## src/rps_pkg.sv

```systemverilog
// shared constants and types of the rail power-up sequencer
// assumes a single 100 MHz clock and an APB register slave with 32-bit data
`default_nettype none
package rps_pkg;
    // clock and time base
    localparam int CLK_PERIOD_NS = 10;
    localparam int MS_NS = 1_000_000;
    localparam int CYC_PER_MS = MS_NS / CLK_PERIOD_NS;
    // sequence shape and timing
    localparam int N_RAILS_DEF = 8;
    localparam int N_STROBES = 10;
    localparam int N_DELAYS = 9;
    localparam int DLY_MIN_MS = 2;
    localparam int DLY_MAX_MS = 5;
    localparam int DLY_CODE_W = 2;
    localparam int DOWN_FACTOR = 10;
    localparam int WAIT_TIMEOUT_MS = 20_000;
    localparam int PD_TOTAL_MS = 500;
    // register byte addresses
    localparam logic [7:0] ADDR_CTRL = 8'h00;
    localparam logic [7:0] ADDR_STATUS = 8'h04;
    localparam logic [7:0] ADDR_RAIL_EN = 8'h08;
    localparam logic [7:0] ADDR_STROBE = 8'h0c;
    localparam logic [7:0] ADDR_DELAY = 8'h10;
    // field positions
    localparam int CTRL_SUSPEND_SEL_BIT = 0;
    localparam int STATUS_STATE_LSB = 0;
    localparam int STATUS_UP_BIT = 4;
    localparam int STATUS_DN_BIT = 5;
    localparam int STROBE_FIELD_W = 4;
    // reset values: rail i on strobe i+3, every delay at its minimum
    localparam logic [31:0] STROBE_RST = 32'ha987_6543;
    localparam logic [17:0] DELAY_RST = 18'h0_0000;
    localparam logic CTRL_SUSPEND_RST = 1'b0;

    typedef enum logic [2:0] {
        ST_OFF,
        ST_PRE_OFF,
        ST_WAIT_EN,
        ST_ACTIVE,
        ST_SUSPEND,
        ST_PWR_DN
    } rps_state_t;
endpackage : rps_pkg
`default_nettype wire

```

## src/rps_sequencer.sv

```systemverilog
// rail power-up / power-down sequencer with wake logic and apb registers
// assumes wake pins synchronous to clk_i and fault flags from analog monitors
// Operation
// - ten strobes, nine delays per sequence
// - each rail on one strobe, strobes shared
// - each delay lasts 2 to 5 ms
// - fire strobe, wait delay, repeat to end
// - strobes and delays held in host registers
// - off wakes on edges, enable, supply arrival with detect low
// - pre-off wakes on edges or enable rise
// - suspend wakes on edges or enable level
// - wake enters wait state, starts power-up
// - 20 s without enable, pins high: power-down
// - enable moves to active, detect ignored
// - strobe zero rails untouched by sequencing
// - host rail writes locked while sequencing
// - enable bits mirror rails, sequencer updates them
// - power-down reverse from ten, tenfold delays
// - destination state 500 ms after power-down start
// - active: enable low starts power-down
`default_nettype none
module rps_sequencer #(
    parameter int N_RAILS = rps_pkg::N_RAILS_DEF,
    parameter int CYC_PER_MS = rps_pkg::CYC_PER_MS,
    parameter int WAIT_TIMEOUT_MS = rps_pkg::WAIT_TIMEOUT_MS
) (
    input wire logic clk_i,
    input wire logic resetn_i,
    input wire logic psel_i,
    input wire logic penable_i,
    input wire logic pwrite_i,
    input wire logic [7:0] paddr_i,
    input wire logic [31:0] pwdata_i,
    output logic pready_o,
    output logic [31:0] prdata_o,
    output logic pslverr_o,
    input wire logic pushbutton_input_i,
    input wire logic adapter_detect_input_i,
    input wire logic power_enable_input_i,
    input wire logic supply_arrival_i,
    input wire logic undervoltage_lockout_i,
    input wire logic overtemp_shutdown_i,
    output logic [N_RAILS-1:0] rail_en_o,
    output logic [N_RAILS-1:0] rail_discharge_o,
    output rps_pkg::rps_state_t state_o,
    output logic seq_busy_o
);
    localparam int TW = $clog2(CYC_PER_MS);
    localparam int WW = $clog2(WAIT_TIMEOUT_MS + 1);
    localparam int PW = $clog2(rps_pkg::PD_TOTAL_MS + 1);

    typedef struct packed {
        rps_pkg::rps_state_t st;
        rps_pkg::rps_state_t dest;
        logic pb_q;
        logic ac_q;
        logic en_q;
        logic up;
        logic dn;
        logic [3:0] strobe;
        logic [5:0] dly;
        logic [TW-1:0] tick;
        logic [WW-1:0] wait_ms;
        logic [PW-1:0] pd_ms;
        logic [N_RAILS-1:0] rail_en;
        logic [N_RAILS-1:0] dis;
    } rps_core_t;

    rps_core_t s_r;
    rps_core_t s_nxt;
    logic [4*N_RAILS-1:0] strobe_cfg;
    logic [17:0] delay_cfg;
    logic suspend_sel;
    logic rail_wr;
    logic [N_RAILS-1:0] rail_wdata;
    logic [31:0] status;
    logic busy;
    logic tick;
    logic ok;
    logic pb_fall;
    logic ac_fall;
    logic en_rise;
    logic go_up;
    logic go_dn;
    rps_pkg::rps_state_t dn_dest;
    logic fire_now;
    logic [N_RAILS-1:0] fire_mask;
    logic [N_RAILS-1:0] zero_mask;

    // field value N selects strobe N; 11..15 never match and act as zero
    function automatic logic [3:0] strobe_of(input logic [4*N_RAILS-1:0] cfg, input int rail);
        return cfg[rail*rps_pkg::STROBE_FIELD_W +: rps_pkg::STROBE_FIELD_W];
    endfunction : strobe_of

    // delay k sits between strobe k and k+1; the code cannot leave 2..5 ms
    function automatic logic [5:0] dly_ms(input logic [17:0] cfg, input logic [3:0] k);
        logic [1:0] code;
        code = cfg[(int'(k) - 1) * rps_pkg::DLY_CODE_W +: rps_pkg::DLY_CODE_W];
        return 6'(rps_pkg::DLY_MIN_MS) + {4'h0, code};
    endfunction : dly_ms

    rps_apb_regs #(.N_RAILS(N_RAILS)) u_regs (
        .clk_i(clk_i),
        .resetn_i(resetn_i),
        .psel_i(psel_i),
        .penable_i(penable_i),
        .pwrite_i(pwrite_i),
        .paddr_i(paddr_i),
        .pwdata_i(pwdata_i),
        .pready_o(pready_o),
        .prdata_o(prdata_o),
        .pslverr_o(pslverr_o),
        .rail_en_i(s_r.rail_en),
        .status_i(status),
        .busy_i(busy),
        .strobe_cfg_o(strobe_cfg),
        .delay_cfg_o(delay_cfg),
        .suspend_sel_o(suspend_sel),
        .rail_wr_o(rail_wr),
        .rail_wdata_o(rail_wdata)
    );

    assign busy = s_r.up | s_r.dn;
    assign tick = (s_r.tick == TW'(CYC_PER_MS - 1));
    assign ok = ~undervoltage_lockout_i & ~overtemp_shutdown_i;
    assign pb_fall = s_r.pb_q & ~pushbutton_input_i;
    assign ac_fall = s_r.ac_q & ~adapter_detect_input_i;
    assign en_rise = ~s_r.en_q & power_enable_input_i;
    assign fire_now = busy & (s_r.dly == 6'h00) & ~go_up & ~go_dn;
    assign status = {26'h000_0000, s_r.dn, s_r.up, 1'b0, s_r.st};
    assign rail_en_o = s_r.rail_en;
    assign rail_discharge_o = s_r.dis;
    assign state_o = s_r.st;
    assign seq_busy_o = busy;

    always_comb begin
        for (int i = 0; i < N_RAILS; i++) begin
            fire_mask[i] = (strobe_of(strobe_cfg, i) == s_r.strobe);
            zero_mask[i] = (strobe_of(strobe_cfg, i) == 4'h0);
        end
    end

    // wake and power-down decisions
    always_comb begin
        go_up = 1'b0;
        go_dn = 1'b0;
        dn_dest = rps_pkg::ST_OFF;
        unique case (s_r.st)
            rps_pkg::ST_OFF:
                go_up = ok & (pb_fall | ac_fall | en_rise |
                        (supply_arrival_i & ~adapter_detect_input_i));
            rps_pkg::ST_PRE_OFF:
                go_up = ok & (pb_fall | ac_fall | en_rise);
            rps_pkg::ST_SUSPEND:
                go_up = ok & (pb_fall | ac_fall | power_enable_input_i);
            rps_pkg::ST_WAIT_EN: begin
                if (!ok) begin
                    go_dn = 1'b1;
                    dn_dest = rps_pkg::ST_PRE_OFF;
                end else if (!power_enable_input_i && pushbutton_input_i &&
                             adapter_detect_input_i &&
                             s_r.wait_ms >= WW'(WAIT_TIMEOUT_MS)) begin
                    go_dn = 1'b1;
                end
            end
            rps_pkg::ST_ACTIVE: begin
                if (!ok) begin
                    go_dn = 1'b1;
                    dn_dest = rps_pkg::ST_PRE_OFF;
                end else if (!power_enable_input_i) begin
                    go_dn = 1'b1;
                    dn_dest = suspend_sel ? rps_pkg::ST_SUSPEND : rps_pkg::ST_OFF;
                end
            end
            rps_pkg::ST_PWR_DN: go_up = 1'b0;
        endcase
    end

    always_comb begin
        s_nxt = s_r;
        s_nxt.tick = tick ? '0 : s_r.tick + 1'b1;
        s_nxt.pb_q = pushbutton_input_i;
        s_nxt.ac_q = adapter_detect_input_i;
        s_nxt.en_q = power_enable_input_i;
        if (rail_wr) begin
            // host writes only reach here when no sequence runs
            s_nxt.rail_en = rail_wdata;
            s_nxt.dis = s_r.dis & ~rail_wdata;
        end
        if (s_r.st == rps_pkg::ST_WAIT_EN && tick && s_r.wait_ms < WW'(WAIT_TIMEOUT_MS)) begin
            s_nxt.wait_ms = s_r.wait_ms + 1'b1;
        end
        // adapter detect is ignored once active; only enable and the fault flags matter there
        if (s_r.st == rps_pkg::ST_WAIT_EN && ok && power_enable_input_i) begin
            s_nxt.st = rps_pkg::ST_ACTIVE;
        end
        if (s_r.st == rps_pkg::ST_PWR_DN) begin
            if (s_r.pd_ms == PW'(rps_pkg::PD_TOTAL_MS)) begin
                s_nxt.st = s_r.dest;
                s_nxt.dn = 1'b0;
            end else if (tick) begin
                s_nxt.pd_ms = s_r.pd_ms + 1'b1;
            end
        end
        if (go_up) begin
            s_nxt.st = rps_pkg::ST_WAIT_EN;
            s_nxt.wait_ms = '0;
            s_nxt.up = 1'b1;
            s_nxt.dn = 1'b0;
            s_nxt.strobe = 4'h1;
            s_nxt.dly = 6'h00;
        end else if (go_dn) begin
            s_nxt.st = rps_pkg::ST_PWR_DN;
            s_nxt.dest = dn_dest;
            s_nxt.pd_ms = '0;
            s_nxt.up = 1'b0;
            s_nxt.dn = 1'b1;
            s_nxt.strobe = 4'(rps_pkg::N_STROBES);
            s_nxt.dly = 6'h00;
        end else if (busy && s_r.dly != 6'h00) begin
            if (tick) begin
                s_nxt.dly = s_r.dly - 1'b1;
            end
        end else if (busy) begin
            // fire the current strobe; rails on strobe zero never match
            if (s_r.up) begin
                s_nxt.rail_en = s_r.rail_en | fire_mask;
                s_nxt.dis = s_r.dis & ~fire_mask;
                if (s_r.strobe == 4'(rps_pkg::N_STROBES)) begin
                    s_nxt.up = 1'b0;
                end else begin
                    s_nxt.dly = dly_ms(delay_cfg, s_r.strobe);
                    s_nxt.strobe = s_r.strobe + 1'b1;
                end
            end else begin
                s_nxt.rail_en = s_r.rail_en & ~fire_mask;
                s_nxt.dis = s_r.dis | fire_mask;
                if (s_r.strobe != 4'h1) begin
                    s_nxt.dly = 6'(int'(dly_ms(delay_cfg, s_r.strobe - 1'b1)) *
                                rps_pkg::DOWN_FACTOR);
                    s_nxt.strobe = s_r.strobe - 1'b1;
                end
            end
        end
    end

    always_ff @(posedge clk_i) begin
        if (!resetn_i) begin
            s_r <= '0;
        end else begin
            s_r <= s_nxt;
        end
    end
endmodule : rps_sequencer
`default_nettype wire

```

## src/rps_apb_regs.sv

```systemverilog
// apb register slave of the rail sequencer: configuration and readback
// assumes an apb master; answers with zero wait states
`default_nettype none
module rps_apb_regs #(
    parameter int N_RAILS = rps_pkg::N_RAILS_DEF
) (
    input wire logic clk_i,
    input wire logic resetn_i,
    input wire logic psel_i,
    input wire logic penable_i,
    input wire logic pwrite_i,
    input wire logic [7:0] paddr_i,
    input wire logic [31:0] pwdata_i,
    output logic pready_o,
    output logic [31:0] prdata_o,
    output logic pslverr_o,
    input wire logic [N_RAILS-1:0] rail_en_i,
    input wire logic [31:0] status_i,
    input wire logic busy_i,
    output logic [4*N_RAILS-1:0] strobe_cfg_o,
    output logic [17:0] delay_cfg_o,
    output logic suspend_sel_o,
    output logic rail_wr_o,
    output logic [N_RAILS-1:0] rail_wdata_o
);
    typedef struct packed {
        logic [31:0] rdata;
        logic [4*N_RAILS-1:0] strobe;
        logic [17:0] delay;
        logic susp;
    } rps_regs_t;

    rps_regs_t s_r;
    rps_regs_t s_nxt;
    logic setup;
    logic access;
    logic mapped;

    assign setup = psel_i & ~penable_i;
    assign access = psel_i & penable_i;
    assign mapped = (paddr_i == rps_pkg::ADDR_CTRL) || (paddr_i == rps_pkg::ADDR_STATUS) ||
                    (paddr_i == rps_pkg::ADDR_RAIL_EN) || (paddr_i == rps_pkg::ADDR_STROBE) ||
                    (paddr_i == rps_pkg::ADDR_DELAY);
    assign pready_o = 1'b1;
    // rail enables are locked while a sequence runs: error, write dropped
    assign pslverr_o = access & (~mapped |
                       (pwrite_i & busy_i & (paddr_i == rps_pkg::ADDR_RAIL_EN)));
    assign rail_wr_o = access & pwrite_i & ~busy_i & (paddr_i == rps_pkg::ADDR_RAIL_EN);
    assign rail_wdata_o = pwdata_i[N_RAILS-1:0];
    assign prdata_o = s_r.rdata;
    assign strobe_cfg_o = s_r.strobe;
    assign delay_cfg_o = s_r.delay;
    assign suspend_sel_o = s_r.susp;

    always_comb begin
        s_nxt = s_r;
        // read data latched in the setup cycle so it leaves a flop
        if (setup && !pwrite_i) begin
            s_nxt.rdata = 32'h0000_0000;
            unique case (paddr_i)
                rps_pkg::ADDR_CTRL: s_nxt.rdata[rps_pkg::CTRL_SUSPEND_SEL_BIT] = s_r.susp;
                rps_pkg::ADDR_STATUS: s_nxt.rdata = status_i;
                rps_pkg::ADDR_RAIL_EN: s_nxt.rdata[N_RAILS-1:0] = rail_en_i;
                rps_pkg::ADDR_STROBE: s_nxt.rdata[4*N_RAILS-1:0] = s_r.strobe;
                rps_pkg::ADDR_DELAY: s_nxt.rdata[17:0] = s_r.delay;
                default: s_nxt.rdata = 32'h0000_0000;
            endcase
        end
        if (access && pwrite_i) begin
            unique case (paddr_i)
                rps_pkg::ADDR_CTRL: s_nxt.susp = pwdata_i[rps_pkg::CTRL_SUSPEND_SEL_BIT];
                rps_pkg::ADDR_STROBE: s_nxt.strobe = pwdata_i[4*N_RAILS-1:0];
                rps_pkg::ADDR_DELAY: s_nxt.delay = pwdata_i[17:0];
                default: s_nxt.susp = s_r.susp;
            endcase
        end
    end

    always_ff @(posedge clk_i) begin
        if (!resetn_i) begin
            s_r.rdata <= 32'h0000_0000;
            s_r.strobe <= rps_pkg::STROBE_RST[4*N_RAILS-1:0];
            s_r.delay <= rps_pkg::DELAY_RST;
            s_r.susp <= rps_pkg::CTRL_SUSPEND_RST;
        end else begin
            s_r <= s_nxt;
        end
    end
endmodule : rps_apb_regs
`default_nettype wire

```

## config.mk

```make
export PLATFORM = sky130hd
export DESIGN_NAME = rps_sequencer
export DESIGN_NICKNAME = d
export VERILOG_FILES = /design/src/rps_pkg.sv /design/src/rps_sequencer.sv /design/src/rps_apb_regs.sv
export SDC_FILE = /design/constraint.sdc
export NUM_CORES = 1
export LEC_CHECK = 0
export ABC_AREA = 1
export BUFFER_PORTS_ARGS = -buffer_cell sky130_fd_sc_hd__buf_2
export CAP_MARGIN = 0
export CELL_PAD_IN_SITES_DETAIL_PLACEMENT = 1
export CELL_PAD_IN_SITES_GLOBAL_PLACEMENT = 2
export CORE_ASPECT_RATIO = 2
export CORE_MARGIN = 5
export CORE_UTILIZATION = 36
export CTS_BUF_LIST = sky130_fd_sc_hd__clkbuf_4 sky130_fd_sc_hd__clkbuf_8
export CTS_CLUSTER_DIAMETER = 200
export CTS_CLUSTER_SIZE = 28
export DETAILED_ROUTE_END_ITERATION = 8
export MAX_ROUTING_LAYER = met4
export PLACE_DENSITY_LB_ADDON = 0.1
export REMOVE_ABC_BUFFERS = 1
export SLEW_MARGIN = 30
export SYNTH_ARGS = -nofsm -noshare
export SYNTH_HDL_FRONTEND = slang
export SYNTH_SLANG_ARGS = --single-unit
```

## constraint.sdc

```tcl
create_clock -name clk_i -period 6.9 [get_ports clk_i]
set_clock_uncertainty 0.1 [all_clocks]
set_input_delay 1.38 -clock clk_i [delete_from_list [all_inputs] [get_ports clk_i]]
set_output_delay 1.38 -clock clk_i [all_outputs]
set_load 0.02 [all_outputs]
```

## After elaboration in Yosys (flattened, before gate mapping)

Index checks and enable logic that the tools add are counted.

| word-level totals | value |
|---|---|
| register bits after elaboration | 161 |
| input port bits | 51 |
| output and inout bits | 54 |
| word-level logic and storage cells | 192 |

| cells by class | value |
|---|---|
| $add $sub $neg | 10 |
| multipliers | 1 |
| order comparisons | 2 |
| equality and inequality tests | 28 |
| shifts and indexed selects | 2 |
| multiplexer cells | 47 |
| bitwise gates (word level) | 40 |
| reduce and logical (&&, ||, !) cells | 41 |

Operators with widths:

| kind | count |
|---|---|
| 16-bit two-way mux | 5 |
| 10-bit two-way mux | 5 |
| 9-bit two-way mux | 4 |
| 18-bit by 6-bit variable part select with 2-bit output | 2 |
| 4-bit == test | 8 |
| 7-bit one-hot mux with 4 select lines | 1 |
| 25-bit two-way mux | 1 |
| 8-bit bitwise AND | 3 |
| 10-bit one-hot mux with 2 select lines | 1 |
| 3-bit two-way mux | 6 |
| 6-bit two-way mux | 3 |
| 17-bit by 1-bit adder with 17-bit output (second input constant) | 1 |
| 17-bit == test (second input constant) | 1 |
| 1-bit bitwise AND | 16 |
| 8-bit by 4-bit == test with 1-bit output (second input constant) | 2 |
| 8-bit inverter | 2 |
| 8-bit bitwise OR | 2 |
| 4-bit AND reduction | 4 |
| 15-bit by 1-bit adder with 15-bit output (second input constant) | 1 |
| 15-bit greater-or-equal comparator (second input constant) | 1 |
| 15-bit less-than comparator (second input constant) | 1 |
| 14-bit two-way mux | 1 |
| 1-bit two-way mux | 13 |
| 12-bit two-way mux | 1 |
| other kinds (38) | 86 |

## Depth between registers and ports, before layout

Gate-level depths: netlist of the first run.

| logic depth | value |
|---|---|
| word-level depth | 11 |
| gate-level depth with buffers | 17 |
| gate-level depth less buffers | 16 |

## Modules after synthesis

A second synthesis of the first run with hierarchy kept.

| second synthesis, totals | value |
|---|---|
| cell total of the unflattened synthesis | 1408 |
| area total of the unflattened synthesis | 9439.1 um2 |

Modules (own cells, without submodules):

| module | instances | cells each | area an instance (um2) | seq. area each (um2) |
|---|---|---|---|---|
| rps_sequencer | 1 | 869 | 5526.6 | 1541.5 |
| rps_apb_regs | 1 | 539 | 3912.5 | 1661.6 |

## Worst setup path after synthesis of the first run

No wires, ideal clock.

| timing | value |
|---|---|
| kind | input-to-output |
| start | in paddr_i[1] |
| end | out pslverr_o |
| arrival | 2.887 ns |
| required time | 5.420 ns |
| slack | 2.533 ns |
| stages | 6 |
| path buffers | 1 |
| cell sequence | or2_1 > nor2_2 > nand3_2 > clkinv_1 > buf_2 > o41ai_1 |

| on the way | value |
|---|---|
| longest elaborated chain between the ends | 8 |
| elaborated cells on any way between the ends | 13 |
| classes of those cells | eq/ne: 4; bitwise: 4; reduce/logical: 5 |

Ends and longest elaborated chain:

| element | RTL line | RTL |
|---|---|---|
| start: declaration | rps_sequencer.sv:32 | `input wire logic [7:0] paddr_i,` |
| 8-bit by 3-bit == test with 1-bit output or 8-bit logical NOT (tied branches) | rps_apb_regs.sv:41 | `assign mapped = (paddr_i == rps_pkg::ADDR_CTRL) \|\| (paddr_i == rps_pkg::ADDR_STATUS) \|\|` |
| 1-bit logical OR (2 in a row) | rps_apb_regs.sv:41 |  |
| 1-bit logical OR (2 in a row) | rps_apb_regs.sv:42 | `(paddr_i == rps_pkg::ADDR_RAIL_EN) \|\| (paddr_i == rps_pkg::ADDR_STROBE) \|\|` |
| 1-bit inverter | rps_apb_regs.sv:46 | `assign pslverr_o = access & (~mapped \|` |
| 1-bit bitwise OR (*) | rps_apb_regs.sv:46 |  |
| 1-bit bitwise AND (*) | rps_apb_regs.sv:46 |  |
| end: declaration | rps_sequencer.sv:36 | `output logic pslverr_o,` |

Every way passes the cells marked *; elsewhere a longest branch is shown, timed or not.

## Worst setup path after layout of the first run

Same ends and word-level chain as after synthesis.

==> impl_metrics.json, run 1 <==
{
  "drt-initial-drc-count": 428,
  "synthTopCellsByArea": "dfxtp_1 37%, nand2_1 11%, nor2_1 6.3%, o21ai_0 6.1%, a21oi_1 5.4%",
  "status": "finished clean",
  "max_cap_violations": 0,
  "hold_buffers": 0,
  "yosysMostFrequentCell": "nand2_1",
  "critPathArrivalTime_ns": 3.12,
  "async_flop_share": 0,
  "synth_commonest_cells": "255 x nand2_1, 160 x dfxtp_1, 144 x nor2_1, 120 x inv_1, 104 x o21ai_0",
  "grtUsageTotal": 0.215,
  "cts_tree": "yes",
  "synthesis.area_um2": 8570,
  "netlist.area_leader.share": 0.374,
  "crit_chain": "buf_2 -> or2_1 -> nor3_1 -> nand2_1 -> inv_1 -> o41ai_1 -> buf_2",
  "powerDensity_nw_per_um2": 224,
  "synth-main-ff-cell": "dfxtp_1",
  "antenna_found_initial": 0,
  "start_util": 0.363,
  "core_um2": 23600,
  "cts_resized": 0,
  "io_pins": 105,
  "synth_cells": 1235,
  "setup_viol_count_final": 0,
  "clk_latency_ns": 0.50,
  "drtAntennaViolNets": 0,
  "drive_gt1_frac": 0.141,
  "syn_area_per_cell_um2": 6.94,
  "fin_hold_ws_ns": 0.350,
  "num_rows": 80,
  "synth-seq-cells": 160,
  "syn_to_final_growth_pct": 10.9,
  "dieArea_um2": 27200,
  "crit_path_top_delay_cell": "o41ai_1",
  "clkTransAtPathRegs_ns": 0.08,
  "synth_cell_types": 54,
  "fin_crit_ns": 4.60,
  "dr.pass1.iters": 5,
  "min_path_type": "reg -> reg",
  "tightest_slew_ns": 0.943,
  "cp_max_fo": 13,
  "critPathCaptureType": "primary output",
  "drc_errors": 0,
  "fin_nets": 1359,
  "wl_per_cell_um": 17.5,
  "yosys.area.top_type": "dfxtp_1",
  "hold_violations": 0,
  "synth_edf_count": 0,
  "ys_warn_count": 0,
  "fmax_ghz": 0.218,
  "ys_seq_area_frac": 0.374,
  "ir_drop_v": 0.000122,
  "grt_pass1_wl_mm": 45.5,
  "vias_per_cell": 5.19,
  "critPathMostFrequentCell": "buf_2",
  "cts_buffers": 17,
  "h-tree-depth": 4,
  "post-cts-setup-buffers": 0,
  "grt_max_degree": 53,
  "portBuffers": 103,
  "rsz0062_at_grt": "false",
  "fin_crit_sh": 0.666,
  "wl_mm": 27.9,
  "grt_pass1_vias": 8623,
  "crit_type": "in -> out",
  "cts_buffer_depth": 2,
  "diodes": 0,
  "start_kind": "input pin",
  "timing.final.max_slew_violations": 0,
  "slew_headroom": 0.371,
  "final.setup.tns_ns": 0,
  "cp.required_ns": 5.42,
  "die_h_um": 228,
  "die_x_um": 119,
  "root_buffer": "clkbuf_8",
  "cts.sinks": 160,
  "gp_congestion": 0.847,
  "via_count": 8286,
  "place_hpwl_mm": 20.5,
  "p_leak_nw": 4.01,
  "grt_overflow": 0,
  "slowest_delay_ns": 0.49
}
==> placed cells by master, fill, tap and decap left out, types with 3 or more instances in the layout <==
| cell type | instances |
|---|---|
| nand2_1 | 255 |
| dfxtp_1 | 160 |
| nor2_1 | 143 |
| inv_1 | 120 |
| o21ai_0 | 104 |
| buf_2 | 103 |
| a21oi_1 | 92 |
| nand3_1 | 72 |
| xor2_1 | 28 |
| xnor2_1 | 27 |
| nor3_1 | 20 |
| nand4_1 | 19 |
| clkbuf_8 | 18 |
| inv_2 | 13 |
| o22ai_1 | 13 |
| ha_1 | 12 |
| o211ai_1 | 8 |
| nor2_2 | 7 |
| nand3_2 | 7 |
| o21bai_1 | 7 |
| o2111ai_1 | 6 |
| o21ai_1 | 6 |
| o221ai_1 | 5 |
| clkinv_2 | 5 |
| buf_4 | 5 |
| nor4_1 | 4 |
| clkinv_1 | 3 |
| nand2_2 | 3 |
| a31oi_1 | 3 |
| nor3b_1 | 3 |
| clkinvlp_4 | 3 |
==> worst max-delay path: cells and delay by family <==
family | cells | cell delay (ns)
simple gates | 3 | 0.63
buf+inv | 3 | 0.59
compound gates | 1 | 0.49
==> flip-flops by register name (all words and copies together), names as in the netlist, named ones only <==
| register | cells |
|---|---|
| s_r | 58 |
| u_regs.prdata_o | 32 |
| u_regs.strobe_cfg_o | 32 |
| u_regs.delay_cfg_o | 18 |
| state_o | 3 |
| u_regs.suspend_sel_o | 1 |
==> cells by family (layout without fill, tap and decap cells) <==
group,Yosys count,after routing,share of synthesized area
adder cells (fa/ha/maj),12,12,0.0175
buffers and inverters,202,275,0.102
AND/OR/NAND/NOR,549,549,0.282
XOR/XNOR,57,57,0.0600
AO/OA/AOI/OAI,254,254,0.164
other,1,1,0.000438
flip-flops,160,160,0.374
==> per-layer routing <==
layer	track usage	share of wire
met5	-	0
met4	0.0736	0.024
met3	0.0464	0.039
met2	0.354	0.49
met1	0.260	0.45
==> stage by stage <==
step	instances	power, mW	utilization	instance area (um2)	worst slack (ns)
2_1_floorplan	1169	1.28	-	8200	1.94
3_3_place_gp	1564	1.43	0.386	9120	2.38
3_5_place_dp	1564	1.44	0.386	9120	2.32
4_1_cts	1595	2.15	0.402	9500	2.32
5_1_grt	1595	2.24	0.402	9500	2.16
6_report	1595	2.13	0.402	9500	2.30
==> path summary, 6_finish.rpt <==
path	from	to	slack [ns]	depth (start not counted)
hold reg to reg	s_r[40]	s_r[40]	0.35	1
hold / removal	s_r[40]	s_r[40]	0.35	1
setup reg to reg	s_r[64]	s_r[60]	3.39	15
setup / recovery	paddr_i[1]	pslverr_o	2.30	7
==> area by class of cell <==
cell class / instances / area [um2]
clock inverters: 11 / 116
multi-input cells: 873 / 4500
inverters: 136 / 510
well taps: 287 / 359
flip-flops and latches: 160 / 3200
fillers: 3110 / 14100
repair buffers: 108 / 553
clock buffers: 20 / 263
==> report_power, final <==
part / switching, mW / internal, mW
combinational: 0.294 / 0.134
clock: 0.374 / 0.333
sequential: 0.0415 / 0.949
total: 0.710 / 1.42
Note: power is estimated with default switching activity, not from simulation.
==> run 2, diff against run 1 <==
CORE_UTILIZATION = 34   (was 36)
clock period = 4.3 ns   (was 6.9 ns; I/O delays follow)
==> run 2 against run 1 <==
  * Sequential power rose by 57%
  * Total power increased by 71%
  * Critical path depth is 1 higher
  * Wire length is 8.0% higher
  * Largest cell class unchanged
  * Via count is 1.5% higher
  * Setup slack worse by 1.6 ns
  * Flip-flop and latch count stayed put
  * Worst hold slack improved by 0.013 ns
==> impl_metrics.json, run 2 (synthesis gave the netlist of run 1 again) <==
{
  "cts_resized": 0,
  "powerDensity_nw_per_um2": 373,
  "tightest_slew_ns": 0.868,
  "finish.utilization": 0.390,
  "portBuffers": 103,
  "dr.pass1.iters": 4,
  "io_pins": 105,
  "start_util": 0.344,
  "cts_buffer_depth": 2,
  "gp_congestion": 0.876,
  "fillers": 3264,
  "place_hpwl_mm": 22.9,
  "root_buffer": "clkbuf_8",
  "drt-initial-drc-count": 349,
  "rr_worst_depth": 15,
  "globalRoute.busiestLayer": "met2",
  "grt_max_degree": 54,
  "cp.depth": 8,
  "timing.final.max_slew_violations": 0,
  "grtUsageTotal": 0.222,
  "crit_family": "buffers and inverters",
  "rsz0062_at_grt": "false",
  "clockPowerShare": 0.363,
  "post-cts-setup-buffers": 0,
  "layout_commonest_cell": "nand2_1",
  "fin_nets": 1368,
  "critPathCapture": "pslverr_o",
  "ir_drop_v": 0.000237,
  "largest_reg_flops": 58,
  "crit_chain": "buf_2 -> or2_1 -> nor3_1 -> nand2_1 -> inv_1 -> o41ai_1 -> buf_4 -> buf_2",
  "worstReg2RegEnd": "s_r[60]",
  "drc_errors": 0,
  "power_mw": 3.63,
  "min_path_type": "reg -> reg",
  "cp_max_fo": 13,
  "final_cell_mix": "255 x nand2_1, 160 x dfxtp_1, 143 x nor2_1",
  "setup_viol_count_final": 0,
  "cp-startpoint": "paddr_i[1]",
  "core_um2": 24900,
  "grtUsageMet1": 0.207,
  "pwr-share-seq": 0.430,
  "grt_use_met2": 0.424,
  "clkTransAtPathRegs_ns": 0.08,
  "cts.sinks": 160,
  "max_cap_violations": 0,
  "grt_pass1_wl_mm": 46.9,
  "cts_buffers": 17,
  "drive_gt1_frac": 0.149,
  "fin_crit_sh": 0.838,
  "cts_tree": "yes",
  "r2r_slack_ns": 1.35,
  "p_switching_mw": 1.15,
  "drtAntennaViolNets": 0,
  "slew_headroom": 0.418,
  "critPathMostFrequentCell": "buf_2",
  "hold_violations": 0,
  "grt_use_met3": 0.0392,
  "dieArea_um2": 28700,
  "antenna_found_initial": 1,
  "status": "finished clean",
  "wl_mm": 30.1,
  "critPathArrivalTime_ns": 2.64,
  "syn_to_final_growth_pct": 13.6,
  "internal-power_mw": 2.48,
  "crit_type": "in -> out",
  "start_kind": "input pin",
  "num_rows": 82,
  "via_count": 8413,
  "p_sw_frac": 0.317,
  "die_x_um": 122,
  "rr_startpoint": "s_r[63]",
  "top_register": "s_r",
  "grt_pass1_vias": 8740,
  "wl_per_cell_um": 18.2,
  "grt_overflow": 0,
  "crit_path_top_delay_cell": "nand2_1",
  "hold_buffers": 0,
  "fin_crit_ns": 3.60,
  "clk_latency_ns": 0.49,
  "p_leak_nw": 4.10,
  "cp_num_buf_inv": 4,
  "final.setup.tns_ns": 0,
  "h-tree-depth": 4,
  "p_comb_frac": 0.207,
  "die_h_um": 234,
  "vias_per_cell": 5.08,
  "cp.required_ns": 3.34,
  "fmax_ghz": 0.278,
  "critPathCaptureType": "primary output",
  "slowest_delay_ns": 0.44
}
==> run 2: cell types whose count changed in the layout (fill, tap and decap cells not counted), sizes merged <==
cell	delta
buf	+9
bufinv	+3
clkbuf	+1
clkinv	-1
clkinvlp	-1
diode	+1
inv	-1
==> run 2: through the flow <==
| step | hold slack (ns) | cell area (um2) | std cells | setup slack, ns |
|---|---|---|---|---|
| after CTS | 0.373 | 9730 | 1654 | 0.687 |
| after global placement | 0.326 | 9270 | 1622 | 0.731 |
| after global routing | 0.398 | 9730 | 1655 | 0.560 |
| after floorplan | 0.318 | 8200 | 1169 | -0.143 |
| final | 0.363 | 9730 | 1655 | 0.697 |
| after detailed placement | 0.359 | 9270 | 1622 | 0.688 |
==> run 2: worst min-delay path by stage <==
stage / from / endpoint / depth (start not counted)
after floorplan: s_r[40] / s_r[40] / 1
after global placement: s_r[40] / s_r[40] / 1
after detailed placement: s_r[40] / s_r[40] / 1
after CTS: s_r[40] / s_r[40] / 1
after global routing: s_r[74] / s_r[74] / 2
final: s_r[40] / s_r[40] / 1
==> run 2: layout make-up <==
| class | count | area [um2] | area share |
|---|---|---|---|
| multi-input cells | 873 | 4500 | 0.463 |
| flip-flops and latches | 160 | 3200 | 0.329 |
| repair buffers | 117 | 633 | 0.0650 |
| inverters | 136 | 510 | 0.0524 |
| well taps | 336 | 420 | 0.0432 |
| clock buffers | 21 | 277 | 0.0284 |
| clock inverters | 11 | 185 | 0.0190 |
| diodes | 1 | 2.50 | 0.000257 |
==> run 2: power by group through the flow <==
stage | Sequential (mW) | Combinational (mW) | Clock [mW]
6_report | 1.56 | 0.750 | 1.32
5_1_grt | 1.57 | 0.831 | 1.42
4_1_cts | 1.56 | 0.761 | 1.37
3_5_place_dp | 1.59 | 0.757 | 0
3_3_place_gp | 1.59 | 0.752 | 0
2_1_floorplan | 1.63 | 0.424 | 0
==> run 2: layer usage <==
| metal | share of wire | up-vias |
|---|---|---|
| met3 | 0.029 | 50 |
| met1 | 0.36 | 4074 |
| met4 | 0.041 | 0 |
| li1 | - | 4142 |
| met2 | 0.57 | 147 |
| met5 | 0 | - |
==> run 2: worst reg2reg max path, cell delays in order, from the launching register on <==
cell and delay [ns]:
dfxtp_1 0.36, inv_2 0.12, ha_1 0.36, clkinv_1 0.28, nand2_1 0.28, o22ai_1 0.10
o21ai_0 0.22, nand2_1 0.10, nand3_1 0.12, and2_1 0.16, ha_1 0.24, o21ai_0 0.22
nand2_1 0.08, nand2_1 0.07, nand2_1 0.04, inv_1 0.05
